--- config.mk ---
export PLATFORM = sky130hd
export DESIGN_NAME = pwst_top
export DESIGN_NICKNAME = d
export VERILOG_FILES = /design/src/common/pwst_pkg.sv /design/src/hw/pwst_line_merge.sv /design/src/hw/pwst_top.sv
export VERILOG_INCLUDE_DIRS = /design/src /design/src/common
export SDC_FILE = /design/constraint.sdc
export NUM_CORES = 1
export LEC_CHECK = 0
export BUFFER_PORTS_ARGS = -buffer_cell sky130_fd_sc_hd__buf_4
export CAP_MARGIN = 5
export CORE_MARGIN = 1.5
export CORE_UTILIZATION = 45
export CTS_BUF_LIST = sky130_fd_sc_hd__clkbuf_16
export DETAILED_ROUTE_END_ITERATION = 7
export PLACE_DENSITY_LB_ADDON = 0.3
export SYNTH_ARGS = -nofsm -noshare
export SYNTH_HDL_FRONTEND = slang
export SYNTH_SLANG_ARGS = --single-unit
--- constraint.sdc ---
create_clock -name CLK_SYS -period 6.1 [get_ports CLK_SYS]
set_input_delay 0.61 -clock CLK_SYS [delete_from_list [all_inputs] [get_ports CLK_SYS]]
set_output_delay 0.61 -clock CLK_SYS [all_outputs]
set_load 0.01 [all_outputs]
--- src/common/pwst_consts.svh ---
// offsets, field positions, reset values and counts for the pwm status block
// assumes inclusion by bare name from the design files
`ifndef PWST_CONSTS_SVH
`define PWST_CONSTS_SVH
`define PWST_OFF_PASSIVE 16'he8c4
`define PWST_OFF_STATUS 16'he8d0
`define PWST_OFF_SET 16'he8d2
`define PWST_OFF_CLEAR 16'he8d4
`define PWST_OFF_ENABLE 16'he8d6
`define PWST_OFF_NODE 16'he8d8
`define PWST_OFF_CTRL 16'he8da
`define PWST_OFF_OUTCFG 16'he8dc
`define PWST_BIT_AUX_PSL 7
`define PWST_BIT_IDLE 14
`define PWST_BIT_WHE 13
`define PWST_BIT_CHE 12
`define PWST_BIT_TRAP_STATE_BIT 11
`define PWST_BIT_TRAP_FLAG 10
`define PWST_BIT_AUXPM 9
`define PWST_BIT_AUXCM 8
`define PWST_BIT_MAINPM 7
`define PWST_BIT_MAINOM 6
`define PWST_BIT_CTRL_PEN 0
`define PWST_BIT_CTRL_SW 1
`define PWST_BIT_CTRL_SYNC 2
`define PWST_BIT_CTRL_ASTOP 4
`define PWST_RST_16 16'h0000
`define PWST_STATUS_MASK 16'h7fff
`define PWST_SET_MASK 16'h77ff
`define PWST_NSRC 14
`define PWST_NLINE 4
`endif

--- src/common/pwst_pkg.sv ---
// types shared by the pwm status block files
// assumes the constants header is compiled alongside
package pwst_pkg;
  typedef logic [15:0] pwst_word_t;
  typedef enum logic [2:0] {
    PWST_IDLE = 3'b001,
    PWST_WAIT = 3'b010,
    PWST_DONE = 3'b100
  } pwst_bus_e;
endpackage

--- src/hw/pwst_line_merge.sv ---
// one request line: ors the enabled pulses whose node pointer selects it
// assumes pulses and pointers are on the same clock as the caller
`timescale 1ns/1ns
`default_nettype none
`include "pwst_consts.svh"
module pwst_line_merge #(
  parameter logic [1:0] LINE = 2'h0
) (
  input wire logic clk,
  input wire logic reset_n,
  input wire logic [`PWST_NSRC-1:0] pulse,
  input wire logic [2*`PWST_NSRC-1:0] node,
  output logic req_q
);
  logic hit;
  int i;
  // collect all sources routed here onto one line
  always_comb begin
    hit = 1'b0;
    for (i = 0; i < `PWST_NSRC; i++) begin
      if (pulse[i] && node[2*i +: 2] == LINE) begin
        hit = 1'b1;
      end
    end
  end
  // one cycle per event since pulses are single-cycle
  always_ff @(posedge clk) begin
    if (!reset_n) begin
      req_q <= 1'b0;
    end else begin
      req_q <= hit;
    end
  end
endmodule // pwst_line_merge
`default_nettype wire

--- src/hw/pwst_top.sv ---
// pwm unit status flags, passive levels, trap state and request lines
// assumes timer events are one-cycle pulses on CLK_SYS; trap and hall pins are async
//
// Contract
// - output is passive level, inverted when active
// - bit 7 sets aux output passive level
// - bits 5..0 map ch2,ch1,ch0 complement/direct
// - level writes go to shadow, transfer event
// - per-period parameters are double buffered
// - hardware event or set write sets flag
// - pulse comes from event, not flag
// - clear register write clears flag
// - enabled source pulses its pointed line
// - sources sharing a line are merged
// - status register ignores bus writes
// - stop flag set with wrong hall
// - stop flag clears pattern, forces passive
// - bit 13 on wrong hall pattern
// - bit 12 on expected hall pattern
// - trap state follows trap flag, mode exit
// - trap state exit by sync mode code
// - trap flag set by software or pin
// - trap flag hardware or software exit
// - bits 9 and 8 aux period/compare
// - bit 7 main period while up
// - bit 6 main one while down
// - bits 5..0: odd falling/down, even rising/up flags
// - set and clear read zero, 1 acts
`timescale 1ns/1ns
`default_nettype none
`include "pwst_consts.svh"
module pwst_top (
  input wire logic CLK_SYS,
  input wire logic RESET_N,
  input wire logic [15:0] AVS_ADDRESS,
  input wire logic AVS_READ,
  input wire logic AVS_WRITE,
  input wire logic [31:0] AVS_WRITEDATA,
  output logic [31:0] AVS_READDATA,
  output logic AVS_WAITREQUEST,
  input wire logic TRAP_INPUT_N,
  input wire logic HALL_WRONG,
  input wire logic HALL_CORRECT,
  input wire logic MAIN_PERIOD_MATCH,
  input wire logic MAIN_ONE_MATCH,
  input wire logic MAIN_COUNT_UP,
  input wire logic MAIN_ZERO_MATCH,
  input wire logic AUX_ZERO_MATCH,
  input wire logic AUX_PERIOD_MATCH,
  input wire logic AUX_COMPARE_MATCH,
  input wire logic MAIN_SHADOW_TRANSFER,
  input wire logic [2:0] CH_MATCH,
  input wire logic [2:0] CH_FALL_CAPTURE,
  input wire logic [2:0] CH_RISE_CAPTURE,
  input wire logic [6:0] OUT_ACTIVE,
  output logic [6:0] PIN_OUT,
  output logic [5:0] MULTICHANNEL_PATTERN,
  output logic [3:0] REQUEST_LINE
);
  pwst_pkg::pwst_bus_e bus_q;
  logic [15:0] psl_q, psl_shadow_q, status_q, enable_q, ctrl_q, multichannel_pattern_q;
  logic [27:0] node_q;
  logic [15:0] hw_ev, sw_set, sw_clr;
  logic [1:0] trap_sync_q;
  logic [2:0] hall_w_sync_q, hall_c_sync_q;
  logic trap_low, wrong_ev, correct_ev, trap_flag_hw_clr, trap_state_bit_exit;
  logic [`PWST_NSRC-1:0] src_pulse;
  logic [3:0] req_w;
  logic wr_hit;
  logic [15:0] wdat;

  //////////////////////////////////////////////////////////////////////////
  // bus slave: one wait cycle, answer on the second edge
  always_ff @(posedge CLK_SYS) begin
    if (!RESET_N) begin
      bus_q <= pwst_pkg::PWST_IDLE;
    end else begin
      case (bus_q)
        pwst_pkg::PWST_IDLE: if (AVS_READ || AVS_WRITE) bus_q <= pwst_pkg::PWST_WAIT;
        pwst_pkg::PWST_WAIT: bus_q <= pwst_pkg::PWST_DONE;
        default: bus_q <= pwst_pkg::PWST_IDLE;
      endcase
    end
  end
  // waitrequest low only in the done state while a read or write is asserted, so the master releases after it
  assign AVS_WAITREQUEST = (bus_q != pwst_pkg::PWST_DONE) || !(AVS_READ || AVS_WRITE);
  assign wr_hit = (bus_q == pwst_pkg::PWST_WAIT) && AVS_WRITE;
  assign wdat = AVS_WRITEDATA[15:0];

  // read mux registered in the wait cycle; unmapped reads zero
  always_ff @(posedge CLK_SYS) begin
    if (!RESET_N) begin
      AVS_READDATA <= 32'h00000000;
    end else if (bus_q == pwst_pkg::PWST_WAIT && AVS_READ) begin
      if (AVS_ADDRESS == `PWST_OFF_PASSIVE) AVS_READDATA <= {16'h0000, psl_q};
      else if (AVS_ADDRESS == `PWST_OFF_STATUS) AVS_READDATA <= {16'h0000, status_q};
      else if (AVS_ADDRESS == `PWST_OFF_ENABLE) AVS_READDATA <= {16'h0000, enable_q};
      else if (AVS_ADDRESS == `PWST_OFF_NODE) AVS_READDATA <= {4'h0, node_q};
      else if (AVS_ADDRESS == `PWST_OFF_CTRL) AVS_READDATA <= {16'h0000, ctrl_q};
      else AVS_READDATA <= 32'h00000000;
    end
  end

  //////////////////////////////////////////////////////////////////////////
  // configuration registers
  always_ff @(posedge CLK_SYS) begin
    if (!RESET_N) begin
      enable_q <= `PWST_RST_16;
      node_q <= 28'h0000000;
      ctrl_q <= `PWST_RST_16;
    end else if (wr_hit) begin
      if (AVS_ADDRESS == `PWST_OFF_ENABLE) enable_q <= wdat & `PWST_SET_MASK;
      else if (AVS_ADDRESS == `PWST_OFF_NODE) node_q <= AVS_WRITEDATA[27:0];
      else if (AVS_ADDRESS == `PWST_OFF_CTRL) ctrl_q <= wdat & 16'h001f;
    end
  end

  // writes land in shadow, used copy moves on transfer
  always_ff @(posedge CLK_SYS) begin
    if (!RESET_N) begin
      psl_shadow_q <= `PWST_RST_16;
      psl_q <= `PWST_RST_16;
    end else begin
      if (wr_hit && AVS_ADDRESS == `PWST_OFF_PASSIVE) psl_shadow_q <= wdat & 16'h00bf;
      if (MAIN_SHADOW_TRANSFER) psl_q <= psl_shadow_q;
    end
  end

  //////////////////////////////////////////////////////////////////////////
  // pin synchronisers: stage 0 feeds stage 1 only; stage 2 gives edges
  always_ff @(posedge CLK_SYS) begin
    if (!RESET_N) begin
      trap_sync_q <= 2'h3;
      hall_w_sync_q <= 3'h0;
      hall_c_sync_q <= 3'h0;
    end else begin
      trap_sync_q <= {trap_sync_q[0], TRAP_INPUT_N};
      hall_w_sync_q <= {hall_w_sync_q[1:0], HALL_WRONG};
      hall_c_sync_q <= {hall_c_sync_q[1:0], HALL_CORRECT};
    end
  end
  assign trap_low = !trap_sync_q[1];
  // transitions to wrong or expected pattern
  assign wrong_ev = hall_w_sync_q[1] && !hall_w_sync_q[2];
  assign correct_ev = hall_c_sync_q[1] && !hall_c_sync_q[2];

  //////////////////////////////////////////////////////////////////////////
  // hardware event vector aligned with status bits
  always_comb begin
    hw_ev = 16'h0000;
    hw_ev[5] = (CH_MATCH[2] && !MAIN_COUNT_UP) || CH_FALL_CAPTURE[2];
    hw_ev[4] = (CH_MATCH[2] && MAIN_COUNT_UP) || CH_RISE_CAPTURE[2];
    hw_ev[3] = (CH_MATCH[1] && !MAIN_COUNT_UP) || CH_FALL_CAPTURE[1];
    hw_ev[2] = (CH_MATCH[1] && MAIN_COUNT_UP) || CH_RISE_CAPTURE[1];
    hw_ev[1] = (CH_MATCH[0] && !MAIN_COUNT_UP) || CH_FALL_CAPTURE[0];
    hw_ev[0] = (CH_MATCH[0] && MAIN_COUNT_UP) || CH_RISE_CAPTURE[0];
    hw_ev[`PWST_BIT_MAINOM] = MAIN_ONE_MATCH && !MAIN_COUNT_UP;
    hw_ev[`PWST_BIT_MAINPM] = MAIN_PERIOD_MATCH && MAIN_COUNT_UP;
    hw_ev[`PWST_BIT_AUXCM] = AUX_COMPARE_MATCH;
    hw_ev[`PWST_BIT_AUXPM] = AUX_PERIOD_MATCH;
    hw_ev[`PWST_BIT_TRAP_FLAG] = ctrl_q[`PWST_BIT_CTRL_PEN] && trap_low;
    hw_ev[`PWST_BIT_CHE] = correct_ev;
    hw_ev[`PWST_BIT_WHE] = wrong_ev;
    hw_ev[`PWST_BIT_IDLE] = wrong_ev && ctrl_q[`PWST_BIT_CTRL_ASTOP];
  end

  assign sw_set = (wr_hit && AVS_ADDRESS == `PWST_OFF_SET) ? (wdat & `PWST_SET_MASK) : 16'h0000;
  assign sw_clr = (wr_hit && AVS_ADDRESS == `PWST_OFF_CLEAR) ? (wdat & `PWST_SET_MASK) : 16'h0000;
  // hardware exit when pin released and software exit off
  assign trap_flag_hw_clr = !ctrl_q[`PWST_BIT_CTRL_SW] && !trap_low;
  // sync mode: 00 main zero, 01 aux zero, 11 now, 10 nothing
  assign trap_state_bit_exit = (ctrl_q[3:2] == 2'h0 && MAIN_ZERO_MATCH) ||
                     (ctrl_q[3:2] == 2'h1 && AUX_ZERO_MATCH) || (ctrl_q[3:2] == 2'h3);

  //////////////////////////////////////////////////////////////////////////
  // status ignores bus writes; set wins over clear
  always_ff @(posedge CLK_SYS) begin
    if (!RESET_N) begin
      status_q <= `PWST_RST_16;
    end else begin
      // event or set write, clear write
      status_q[10:0] <= (status_q[10:0] & ~sw_clr[10:0]) | hw_ev[10:0] | sw_set[10:0];
      status_q[14:12] <= (status_q[14:12] & ~sw_clr[14:12]) | hw_ev[14:12] | sw_set[14:12];
      status_q[15] <= 1'b0;
      if (trap_flag_hw_clr && !hw_ev[`PWST_BIT_TRAP_FLAG] && !sw_set[`PWST_BIT_TRAP_FLAG])
        status_q[`PWST_BIT_TRAP_FLAG] <= 1'b0;
      // trap state held while flag set
      if (status_q[`PWST_BIT_TRAP_FLAG]) status_q[`PWST_BIT_TRAP_STATE_BIT] <= 1'b1;
      else if (trap_state_bit_exit) status_q[`PWST_BIT_TRAP_STATE_BIT] <= 1'b0;
    end
  end

  always_ff @(posedge CLK_SYS) begin
    if (!RESET_N) begin
      multichannel_pattern_q <= `PWST_RST_16;
    end else if (status_q[`PWST_BIT_IDLE]) begin
      multichannel_pattern_q <= 16'h0000;
    end else if (wr_hit && AVS_ADDRESS == `PWST_OFF_OUTCFG) begin
      multichannel_pattern_q <= wdat & 16'h003f;
    end
  end
  assign MULTICHANNEL_PATTERN = multichannel_pattern_q[5:0];

  //////////////////////////////////////////////////////////////////////////
  // level select; trap or stop forces passive
  always_ff @(posedge CLK_SYS) begin
    if (!RESET_N) begin
      PIN_OUT <= 7'h00;
    end else begin
      // forced passive while stopped or trapped
      if (status_q[`PWST_BIT_IDLE] || status_q[`PWST_BIT_TRAP_STATE_BIT])
        PIN_OUT <= {psl_q[`PWST_BIT_AUX_PSL], psl_q[5:0]};
      else
        PIN_OUT <= {psl_q[`PWST_BIT_AUX_PSL], psl_q[5:0]} ^ OUT_ACTIVE;
    end
  end

  //////////////////////////////////////////////////////////////////////////
  // pulses from event itself, flag state ignored
  assign src_pulse = {hw_ev[14:12], hw_ev[10:0]} | {sw_set[14:12], sw_set[10:0]};

  genvar g;
  generate
    for (g = 0; g < `PWST_NLINE; g++) begin : g_line
      pwst_line_merge #(.LINE(2'(g))) u_line (
        .clk(CLK_SYS),
        .reset_n(RESET_N),
        .pulse(src_pulse & {enable_q[14:12], enable_q[10:0]}),
        .node(node_q),
        .req_q(req_w[g])
      );
    end
  endgenerate
  assign REQUEST_LINE = req_w;

  //////////////////////////////////////////////////////////////////////////
  // checks
  status_ro_a: assert property (@(posedge CLK_SYS) disable iff (!RESET_N)
    (wr_hit && AVS_ADDRESS == `PWST_OFF_STATUS && hw_ev == 16'h0 && !status_q[10])
    |=> status_q[9:0] == $past(status_q[9:0]))
    else $error("status changed by bus write");
  set_reg_a: assert property (@(posedge CLK_SYS) disable iff (!RESET_N)
    sw_set[`PWST_BIT_AUXPM] |=> status_q[`PWST_BIT_AUXPM])
    else $error("set write did not set flag");
  clr_reg_a: assert property (@(posedge CLK_SYS) disable iff (!RESET_N)
    (sw_clr[`PWST_BIT_CHE] && !hw_ev[`PWST_BIT_CHE] && !sw_set[`PWST_BIT_CHE])
    |=> !status_q[`PWST_BIT_CHE])
    else $error("clear write did not clear flag");
  shadow_xfer_a: assert property (@(posedge CLK_SYS) disable iff (!RESET_N)
    !MAIN_SHADOW_TRANSFER |=> psl_q == $past(psl_q))
    else $error("levels changed without transfer");
  stop_pattern_a: assert property (@(posedge CLK_SYS) disable iff (!RESET_N)
    status_q[`PWST_BIT_IDLE] |=> multichannel_pattern_q == 16'h0)
    else $error("pattern not cleared while stopped");
  stop_hall_a: assert property (@(posedge CLK_SYS) disable iff (!RESET_N)
    (wrong_ev && ctrl_q[`PWST_BIT_CTRL_ASTOP]) |=> status_q[14:13] == 2'h3)
    else $error("stop flag not set with wrong hall");
  period_up_a: assert property (@(posedge CLK_SYS) disable iff (!RESET_N)
    (MAIN_PERIOD_MATCH && !MAIN_COUNT_UP && !sw_set[7] && !status_q[7]) |=> !status_q[7])
    else $error("period flag set while counting down");
  trap_state_a: assert property (@(posedge CLK_SYS) disable iff (!RESET_N)
    status_q[`PWST_BIT_TRAP_FLAG] |=> status_q[`PWST_BIT_TRAP_STATE_BIT])
    else $error("trap state not set under trap flag");
  pulse_one_a: assert property (@(posedge CLK_SYS) disable iff (!RESET_N)
    (src_pulse[7] && enable_q[7] && node_q[15:14] == 2'h2) |=> REQUEST_LINE[2])
    else $error("request pulse missing");
  passive_pin_a: assert property (@(posedge CLK_SYS) disable iff (!RESET_N)
    status_q[`PWST_BIT_TRAP_STATE_BIT] |=> PIN_OUT == {$past(psl_q[7]), $past(psl_q[5:0])})
    else $error("pin not at passive level");
endmodule // pwst_top
`default_nettype wire

After elaboration in Yosys (flattened, before gate mapping)
Cells that the tools add are included.
{"block": "word_totals", "ff_bits": 137, "input_bits": 79, "out_inout_bits": 50, "elab_cells": 277}
{"block": "classes", "eq_ne": 56, "muxes": 68, "bitwise": 14, "reduce_logical": 119}
{"op": "16-bit equality test (second input constant)", "count": 8}
{"op": "28-bit two-way mux", "count": 4}
{"op": "1-bit logical AND", "count": 79}
{"op": "2-bit equality test (second input constant)", "count": 29}
{"op": "1-bit two-way mux", "count": 58}
{"op": "2-bit by 1-bit equality test with 1-bit output (second input constant)", "count": 15}
{"op": "2-bit logical NOT", "count": 15}
{"op": "15-bit two-way mux", "count": 2}
{"op": "11-bit OR", "count": 2}
{"op": "14-bit bitwise AND", "count": 1}
{"op": "14-bit OR", "count": 1}
{"op": "11-bit bitwise AND", "count": 1}
{"op": "1-bit logical OR", "count": 11}
{"op": "11-bit inverter", "count": 1}
{"op": "1-bit logical NOT", "count": 8}
{"op": "7-bit two-way mux", "count": 1}
{"op": "7-bit bitwise XOR", "count": 1}
{"op": "3-bit OR", "count": 2}
{"op": "3-bit case mux with 2 select lines", "count": 1}
{"op": "5-bit two-way mux", "count": 1}
{"op": "4-bit AND reduction", "count": 1}
{"op": "2-bit OR reduction", "count": 2}
{"op": "3-bit bitwise AND", "count": 1}
{"op": "3-bit by 1-bit equality test with 1-bit output (second input constant)", "count": 1}
{"op": "9 further kinds", "count": 11}

Longest topological paths before layout
Gate-level depths: netlist of the first run.
{"block": "depth", "ltp_word": 21, "ltp_mapped": 9, "mapped_depth_nobuf": 6}

Modules after synthesis
From an unflattened synthesis of the first run, not the netlist that was laid out.
{"block": "hier_totals", "cells_unflattened": 720, "hier_area_um2": 5919.4}
{"module": "pwst_top", "n_inst": 1, "cells_each": 626, "area_each_um2": 5370.2, "seq_area_each_um2": 2562.5}
{"module": "pwst_line_merge at g_line[1].u_line ...", "n_inst": 2, "cells_each": 25, "area_each_um2": 141.4, "seq_area_each_um2": 20.0}
{"module": "pwst_line_merge at g_line[0].u_line", "n_inst": 1, "cells_each": 25, "area_each_um2": 143.9, "seq_area_each_um2": 20.0}
{"module": "pwst_line_merge at g_line[3].u_line", "n_inst": 1, "cells_each": 19, "area_each_um2": 122.6, "seq_area_each_um2": 20.0}

Worst setup path after synthesis of the first run
OpenSTA, ideal clock, no wires.
{"block": "synth_path", "kind": "input -> register", "start": "in AVS_ADDRESS[9]", "end": "reg AVS_READDATA[24]", "setup_ps": 128, "arrival_ps": 2646, "required_time_ps": 5972, "path_slack_ps": 3326, "path_stages": 8, "path_buffers": 2, "path_cell_list": "or4b_4 or3_4 or4_4 and3_1 buf_2 buf_6 a22oi_2 nor2_1"}
{"block": "synth_via", "elab_chain_len": 5, "word_cells_on_any_way": 8, "classes_between": "eq/ne: 4; mux: 4"}
{"element": "start, declared", "line": "pwst_top.sv:35", "source": "input wire logic [15:0] AVS_ADDRESS,"}
{"element": "16-bit equality test (no line)"}
{"element": "28-bit two-way mux", "line": "pwst_top.sv:98", "source": "else if (AVS_ADDRESS == `PWST_OFF_NODE) AVS_READDATA <= {4'h0, node_q};"}
{"element": "28-bit two-way mux", "line": "pwst_top.sv:97", "source": "else if (AVS_ADDRESS == `PWST_OFF_ENABLE) AVS_READDATA <= {16'h0000, enable_q};"}
{"element": "28-bit two-way mux", "line": "pwst_top.sv:96", "source": "else if (AVS_ADDRESS == `PWST_OFF_STATUS) AVS_READDATA <= {16'h0000, status_q};"}
{"element": "28-bit two-way mux *", "line": "pwst_top.sv:95", "source": "if (AVS_ADDRESS == `PWST_OFF_PASSIVE) AVS_READDATA <= {16'h0000, psl_q};"}
{"element": "end signal, assigned", "line": "pwst_top.sv:95"}
{"element": "end signal, assigned", "line": "pwst_top.sv:96"}
{"element": "end signal, assigned", "line": "pwst_top.sv:97"}
{"element": "end, declared", "line": "pwst_top.sv:39", "source": "output logic [31:0] AVS_READDATA,"}
Mark *: on every way between the ends. The rest lies on a longest branch, timed or not.
A chain may end at the register's enable or synchronous reset.

Worst setup path in the final report of the first run
{"block": "layout_path", "start": "in AVS_ADDRESS[9]", "end": "reg enable_q[7]"}
{"block": "layout_via", "elab_chain_len": 2}
{"element": "16-bit equality test (no line)"}
{"element": "2-bit AND reduction (no line)"}
{"element": "end signal, assigned", "line": "pwst_top.sv:108", "source": "enable_q <= `PWST_RST_16;"}
{"element": "end signal, assigned", "line": "pwst_top.sv:112", "source": "if (AVS_ADDRESS == `PWST_OFF_ENABLE) enable_q <= wdat & `PWST_SET_MASK;"}
{"element": "end, declared", "line": "pwst_top.sv:61", "source": "logic [15:0] psl_q, psl_shadow_q, status_q, enable_q, ctrl_q, multichannel_pattern_q;"}
Every way passes these cells.

==> results of run 1 <==
[synthesized netlist by cell type (3+ instances only)]
cell type,instances,area (um^2)
sky130_fd_sc_hd__and2_1,8,50.1
sky130_fd_sc_hd__nor4_1,4,25.0
sky130_fd_sc_hd__nand4b_1,14,123
sky130_fd_sc_hd__o211ai_1,12,90.1
sky130_fd_sc_hd__nand2b_1,9,56.3
sky130_fd_sc_hd__clkbuf_1,31,116
sky130_fd_sc_hd__buf_1,4,15.0
sky130_fd_sc_hd__or3_1,5,31.3
sky130_fd_sc_hd__o31a_1,4,35.0
sky130_fd_sc_hd__nand3_1,34,170
sky130_fd_sc_hd__o311ai_0,6,52.6
sky130_fd_sc_hd__a22oi_2,10,125
sky130_fd_sc_hd__a221oi_1,3,26.3
sky130_fd_sc_hd__nand2_1,134,503
sky130_fd_sc_hd__buf_2,12,60.1
sky130_fd_sc_hd__nor3_1,5,25.0
sky130_fd_sc_hd__a21oi_1,81,405
sky130_fd_sc_hd__a32oi_1,4,35.0
sky130_fd_sc_hd__mux2i_1,19,190
sky130_fd_sc_hd__nor2b_1,5,31.3
sky130_fd_sc_hd__nor4_4,3,63.8
sky130_fd_sc_hd__nor4bb_1,4,40.0
sky130_fd_sc_hd__dfxtp_1,132,2640
sky130_fd_sc_hd__xor2_1,7,61.3
sky130_fd_sc_hd__a21o_1,4,30.0
sky130_fd_sc_hd__nand4_1,14,87.6
sky130_fd_sc_hd__buf_4,13,97.6
sky130_fd_sc_hd__and3_1,4,25.0
sky130_fd_sc_hd__and4_1,3,26.3
sky130_fd_sc_hd__inv_1,11,41.3
sky130_fd_sc_hd__a222oi_1,3,30.0
sky130_fd_sc_hd__o21ai_0,13,65.1
sky130_fd_sc_hd__nand3b_1,3,22.5
sky130_fd_sc_hd__a22oi_1,5,37.5
sky130_fd_sc_hd__nor2_1,56,210
sky130_fd_sc_hd__a221o_1,11,110
sky130_fd_sc_hd__a31oi_1,7,43.8
[state kept, by name, summed over array words and instances, names as in the netlist, 4 cells and up]
name	flops
enable_q	14
AVS_READDATA	28
psl_q	7
status_q	15
PIN_OUT	7
ctrl_q	5
node_q	28
multichannel_pattern_q	6
g_line.u_line.req_q	4
psl_shadow_q	7
[worst register-to-register path, cell delays in order, from the launching register on]
cell and delay, ns:
sky130_fd_sc_hd__dfxtp_1 0.40, sky130_fd_sc_hd__nor4bb_4 0.30, sky130_fd_sc_hd__buf_4 0.38, sky130_fd_sc_hd__and2_1 0.42, sky130_fd_sc_hd__and2_0 0.57, sky130_fd_sc_hd__a21oi_1 0.20
sky130_fd_sc_hd__o311ai_0 0.20, sky130_fd_sc_hd__o41a_1 0.26
[cells by family after synthesis]
| family | Yosys count | share of synthesized area (%) |
|---|---|---|
| xor+xnor | 7 | 0.985 |
| compound gates | 182 | 20.2 |
| other cells | 1 | 0.0602 |
| buf+inv | 73 | 5.55 |
| mux | 19 | 3.05 |
| simple gates | 329 | 27.8 |
| flops | 132 | 42.4 |
[placed cells by master, fill, tap and decap left out, types with 8 or more instances in the layout]
cell type	count
sky130_fd_sc_hd__nand4_1	14
sky130_fd_sc_hd__a21oi_1	81
sky130_fd_sc_hd__nand3_1	34
sky130_fd_sc_hd__buf_4	126
sky130_fd_sc_hd__a221o_1	11
sky130_fd_sc_hd__nand2b_1	9
sky130_fd_sc_hd__o21ai_0	13
sky130_fd_sc_hd__clkbuf_16	17
sky130_fd_sc_hd__mux2i_1	19
sky130_fd_sc_hd__nand4b_1	14
sky130_fd_sc_hd__nand2_1	134
sky130_fd_sc_hd__o211ai_1	12
sky130_fd_sc_hd__a22oi_2	10
sky130_fd_sc_hd__nor2_1	56
sky130_fd_sc_hd__and2_1	8
sky130_fd_sc_hd__inv_1	11
sky130_fd_sc_hd__dfxtp_1	132
[power by group]
part           switching, uW  internal [uW]  total [uW]  leakage (uW)
Sequential              8.24            876         884       0.00107
Combinational           70.3           52.9         123       0.00155
Clock                    394            519         913      0.000252
[cell type report]
| type | instances | area share, % |
|---|---|---|
| Sequential cell | 132 | 34.5 |
| Clock buffer | 17 | 5.55 |
| Timing Repair Buffer | 126 | 12.4 |
| Clock inverter | 14 | 1.39 |
| Tap cell | 176 | 2.88 |
| Inverter | 12 | 0.588 |
| Multi-Input combinational cell | 541 | 42.7 |
[routing by layer]
metal	routed length [um]	GRT usage [%]
met5	0	0
met4	641	12.6
met3	1900	6.56
met2	8700	40.6
met1	8500	37.6
[path summary, 6_finish.rpt]
kind / from / end / slack [ns] / depth (start not counted)
worst max-delay path: AVS_ADDRESS[9] / enable_q[7] / 2.89 / 7
worst min-delay path: TRAP_INPUT_N / trap_sync_q[0] / 0.40 / 2
worst max register to register: bus_q[1] / g_line[1].u_line.req_q / 3.29 / 7
worst min register to register: trap_sync_q[0] / trap_sync_q[1] / 0.43 / 1
[per-stage QoR]
stage	worst slack (ns)	std cells	area, um^2	total power, uW	hold WS (ns)
floorplan	3.33	746	6240	955	0.386
global placement	2.50	987	7130	1020	0.404
detailed placement	2.51	987	7130	1020	0.418
CTS	2.95	1018	7660	1930	0.377
global route	2.68	1018	7660	1980	0.393
finish	2.89	1018	7660	1920	0.396
==> key figures, run 1 <==
Run status
  • Status: complete, no violations

Global route
  • Remaining global-route overflow: 0
  • Number of global-route vias before repair: 5764
  • Tot GR Track Use: around 27%
  • Pin count of the biggest net entering global routing: 61
  • Initial antenna violation count: 0
  • Wire length of the first global-routing pass: 30700 um

Timing
  • Setup clock skew after layout: 0.00506 ns
  • Final count of negative-setup-slack endpoints: 0
  • Post-layout min period: 3.21 ns
  • Actual transition at the worst max-transition pin: 1.21 ns
  • Max-Slew Margin vs Limit: 19.1%
  • Fin Setup TNS: 0 ns
  • Timing-limited maximum frequency: just over 300 MHz
  • Period Utilization, post-route: 52.6%
  • RSZ-0062 raised after global routing: false
  • Number of pins with negative max-slew slack in the final report: 0
  • Hold Vio Cnt, Final: 0

Critical path
  • Type of element capturing the critical path: flop
  • Crit path DAT: 3.46 ns
  • Kind of cell with the highest combined delay on the critical path: simple AND/OR/NAND/NOR gates
  • Crit Path Class: in2reg
  • Top fanout value on the critical path: 14
  • Crit path largest cell delay: 0.74 ns
  • Most prevalent standard cell on the critical path: sky130_fd_sc_hd__nand2_1
  • Critical path data required time: approximately 6.4 ns
  • Critical-path cell list: buf_4, or4b_4, or3_4, nor4_4, nand2_1, nand2_1, a21oi_1
  • Number of buffer and inverter instances along the worst setup path: 1
  • Library cell contributing the largest single delay on the critical path: sky130_fd_sc_hd__nor4_4
  • Kind of launch point of the worst setup path: input port

Floorplan
  • Area enclosed by the die boundary: 14600 um^2
  • Number of core rows: 42
  • X dimension of the die: 121 um
  • Die height: approximately 120 um
  • I/O pin total: approximately 130
  • Std-Cell Core Area: roughly 13000 um^2
  • Initial core utilization: 46.6%

Flow run
  • Number of maximum-capacitance violations: 0

CTS
  • Number of setup buffers added after CTS: 0
  • CTS buffer count: 17
  • Max clock buf depth: 2
  • Number of hold buffers added after cts: 0
  • Clk pin slew, worst setup/hold paths: 0.06 ns
  • # clock sinks: 132
  • Clock latency reported for the late side of the worst-skew pair: between 0.4 and 0.5 ns
  • CTS HTree Levels: 4
  • TritonCTS clock tree: yes
  • Post-CTS resize count: 0
  • Clk Tree Root Cell: sky130_fd_sc_hd__clkbuf_16

Detailed routing
  • Routed len/inst: 19.4 um
  • Remaining design rule violation count: 0
  • Sum of routed wire length over all layers: roughly 20000 um
  • Pre-Repair DR Iteration Count: 7
  • Detailed-route vias per instance: 6.03
  • Total vias in the final route: 6141
  • Number of nets with antenna violations after routing: 0
  • Violation count after the first detailed-route iteration: 636

Logic synthesis
  • Number of synthesized flops with an enable pin: 0
  • Share of flip-flops with an asynchronous set or reset: 0%
  • Cell count after synthesis: 743
  • Combined area of all synthesized cells: around 6200 um^2
  • Distinct cell type count after synthesis: 72
  • Top FF cell, synth: sky130_fd_sc_hd__dfxtp_1
  • Number of storage elements in the synthesis netlist: 132
  • Number of warnings issued by yosys: 0
  • Per-instance average area after synthesis: 8.38 um^2
  • Part of the Yosys area used for sequential elements: 42.4%

Pwr
  • Total power divided by cell area: around 250 nW/um^2
  • Peak VDD IR: 0.188 mV
  • Total leakage power: around 0.0029 uW

Cells and area
  • Utilization after layout: 57.4%
  • Area occupied by registers: 2640 um^2
  • Area growth from synthesis to layout: 23.0%
  • Final Net Count: 909
  • Fill cells: approximately 1.2k
  • Layout cells sized above 1: 21.6%
  • Antenna fix cells: 0
  • Area used by multi-input combinational logic: 3270 um^2

Place
  • Estimated wirelength of the detail-placed design: 13900 um
  • Total of buffers placed on input and output ports: 120
  • Gp weighted congestion: 0.946

Min path
  • Hold Path Class: in2reg
No activity file was read; power rests on OpenSTA's default activity.
==> run 2: changes to the inputs <==
==> constraint.sdc (replaced) <==
create_clock -name CLK_SYS -period 3.2 [get_ports CLK_SYS]
set_input_delay 0.32 -clock CLK_SYS [delete_from_list [all_inputs] [get_ports CLK_SYS]]
set_output_delay 0.32 -clock CLK_SYS [all_outputs]
set_load 0.01 [all_outputs]
==> run 2 against run 1 <==
Effect of this change:
- final cell count up 1.8%
- sequential power up 91%
- design area up 2.1%
- global-route usage up 0.77 points
- first-iteration DRC count up 0.47%
- combinational power up 98%
- setup slack worse by 2.1 ns
- routed wire length up 1.9%
- non-clock buffer count up 17
- sequential share of layout area down 0.71 points
- power up 91%
- die area unchanged
==> key figures, run 2 (same netlist as run 1, synthesis figures left out) <==
Place
  • Placed Cells incl. Taps: between 1k and 1.5k
  • Total cell area at the placement stage: 7290 um^2
  • Estimated wirelength of the detail-placed design: 14500 um
  • Place WS: 0.396 ns
  • Total of buffers placed on input and output ports: 120
  • Gp weighted congestion: around 0.9

Floorplan
  • Die height: 121 um
  • Std-Cell Core Area: 13300 um^2
  • Area enclosed by the die boundary: 14600 um^2
  • X dimension of the die: 121 um
  • Number of core rows: between 40 and 50
  • Initial core utilization: 46.6%
  • I/O pin total: ~130

Global route
  • Tot GR Track Use: between 20% and 30%
  • Remaining global-route overflow: 0
  • Most Crowded Layer GR: met2
  • Initial antenna violation count: 0
  • GRT met1 Usage: 38.5%
  • Met2 layer usage reported by global route: 42.6%
  • Wire length of the first global-routing pass: 31400 um
  • Met3 capacity usage during global routing: 6.13%
  • Pin count of the biggest net entering global routing: between 40 and 50
  • Number of global-route vias before repair: 5894

Cells and area
  • Cell area after layout: 7820 um^2
  • Area used by multi-input combinational logic: 3270 um^2
  • Most common library cell in the layout ignoring fill and taps: sky130_fd_sc_hd__buf_4
  • Commonest cells after routing, fill and taps aside: 140 x sky130_fd_sc_hd__buf_4, 134 x sky130_fd_sc_hd__nand2_1, 132 x sky130_fd_sc_hd__dfxtp_1
  • Number of standard cells in the layout, taps in and fillers out: ~1.0k
  • Fill cells: 1219
  • Top Registers: AVS_READDATA: 28 flops, node_q: 28 flops, status_q: 15 flops
  • Area growth from synthesis to layout: 25.6%
  • Antenna fix cells: 0
  • Final Net Count: 926
  • Area occupied by registers: 2640 um^2
  • Layout cells sized above 1: 22.3%

Critical path
  • Type of element capturing the critical path: flop
  • Crit Path Class: reg2reg
  • Critical path data required time: 3.50 ns
  • Crit path DAT: 2.71 ns
  • Kind of launch point of the worst setup path: flop
  • Count of cells along the worst register-to-register path: 6
  • Top fanout value on the critical path: 30

Run status
  • Status: complete, no violations

CTS
  • Clk pin slew, worst setup/hold paths: 0.06 ns
  • TritonCTS clock tree: yes
  • Clk Tree Root Cell: sky130_fd_sc_hd__clkbuf_16
  • # clock sinks: ~130
  • Number of hold buffers added after cts: 0
  • Number of setup buffers added after CTS: 0
  • Clock latency reported for the late side of the worst-skew pair: ~0.42 ns
  • CTS HTree Levels: 4
  • Max clock buf depth: 2
  • Post-CTS resize count: 0
  • CTS buffer count: 17

Min path
  • Hold path cells: 2
  • Hold Path Class: in2reg

Timing
  • Number of pins with negative max-slew slack in the final report: 0
  • Period Utilization, post-route: between 70% and 80%
  • Timing-limited maximum frequency: between 400 and 500 MHz
  • Hold Vio Cnt, Final: 0
  • Actual transition at the worst max-transition pin: between 0.8 and 0.9 ns
  • Final worst-path setup slack: 0.788 ns
  • Max-Slew Margin vs Limit: 40.3%
  • Post-layout min period: approximately 2.4 ns
  • RSZ-0062 raised after global routing: false
  • Final count of negative-setup-slack endpoints: 0
  • Setup clock skew after layout: approximately 0.0094 ns
  • Fin Setup TNS: 0 ns

Detailed routing
  • Total vias in the final route: 6204
  • Violation count after the first detailed-route iteration: 639
  • Routed len/inst: 19.4 um
  • Sum of routed wire length over all layers: 20100 um
  • Remaining design rule violation count: 0
  • Number of nets with antenna violations after routing: 0
  • Pre-Repair DR Iteration Count: 5
  • Detailed-route vias per instance: 5.99

Pwr
  • Power after layout: 3660 uW
  • Total leakage power: 0.00298 uW
  • Peak VDD IR: 0.346 mV
  • Total power divided by cell area: roughly 470 nW/um^2

Flow run
  • Number of maximum-capacitance violations: 0
==> run 2: changes by cell type in the layout (fill, tap and decap cells not counted), sizes merged <==
cell      previous run  this run
clkinvlp             4         3
bufinv               0         1
clkinv               7         8
buf                126       143
==> run 2: final cells by class <==
cell class	count	share of cell area (%)
Multi-Input combinational cell	541	41.9
Tap cell	176	2.82
Inverter	12	0.576
Clock inverter	15	1.30
Sequential cell	132	33.8
Timing Repair Buffer	143	14.2
Clock buffer	17	5.44
==> run 2: per-stage QoR <==
| step | hold WS (ns) | util [%] |
|---|---|---|
| 3_5_place_dp | 0.408 | 54.6 |
| 5_1_grt | 0.105 | 58.6 |
| 6_report | 0.112 | 58.6 |
| 2_1_floorplan | 0.386 | - |
| 3_3_place_gp | 0.401 | 54.6 |
| 4_1_cts | 0.0983 | 58.6 |
==> run 2: path summary, 6_finish.rpt <==
kind | startpoint | endpoint | slack [ns]
setup reg to reg | bus_q[1] | multichannel_pattern_q[5] | 0.79
setup / recovery | bus_q[1] | multichannel_pattern_q[5] | 0.79
hold reg to reg | trap_sync_q[0] | trap_sync_q[1] | 0.42
hold / removal | HALL_WRONG | hall_w_sync_q[0] | 0.11
==> run 2: where the power goes <==
| group | switching, uW | total (uW) | internal, uW |
|---|---|---|---|
| Combinational | 137 | 244 | 107 |
| Sequential | 15.4 | 1690 | 1670 |
| Clock | 693 | 1730 | 1040 |
| Total | 846 | 3660 | 2820 |
==> run 2: critical path, cell delays in order (launching register included) <==
cell and delay, ns:
sky130_fd_sc_hd__dfxtp_1 0.41, sky130_fd_sc_hd__nor4bb_4 0.36, sky130_fd_sc_hd__buf_4 0.40, sky130_fd_sc_hd__nand3_1 0.20, sky130_fd_sc_hd__or4_1 0.65, sky130_fd_sc_hd__mux2i_1 0.23
sky130_fd_sc_hd__nor2_1 0.05
==> run 2: metal layers <==
layer | vias to the layer above | routed length [um]
met5 | - | 0
met4 | 0 | 624
met3 | 50 | 1860
met2 | 343 | 8840
li1 | 2894 | -
met1 | 2917 | 8800
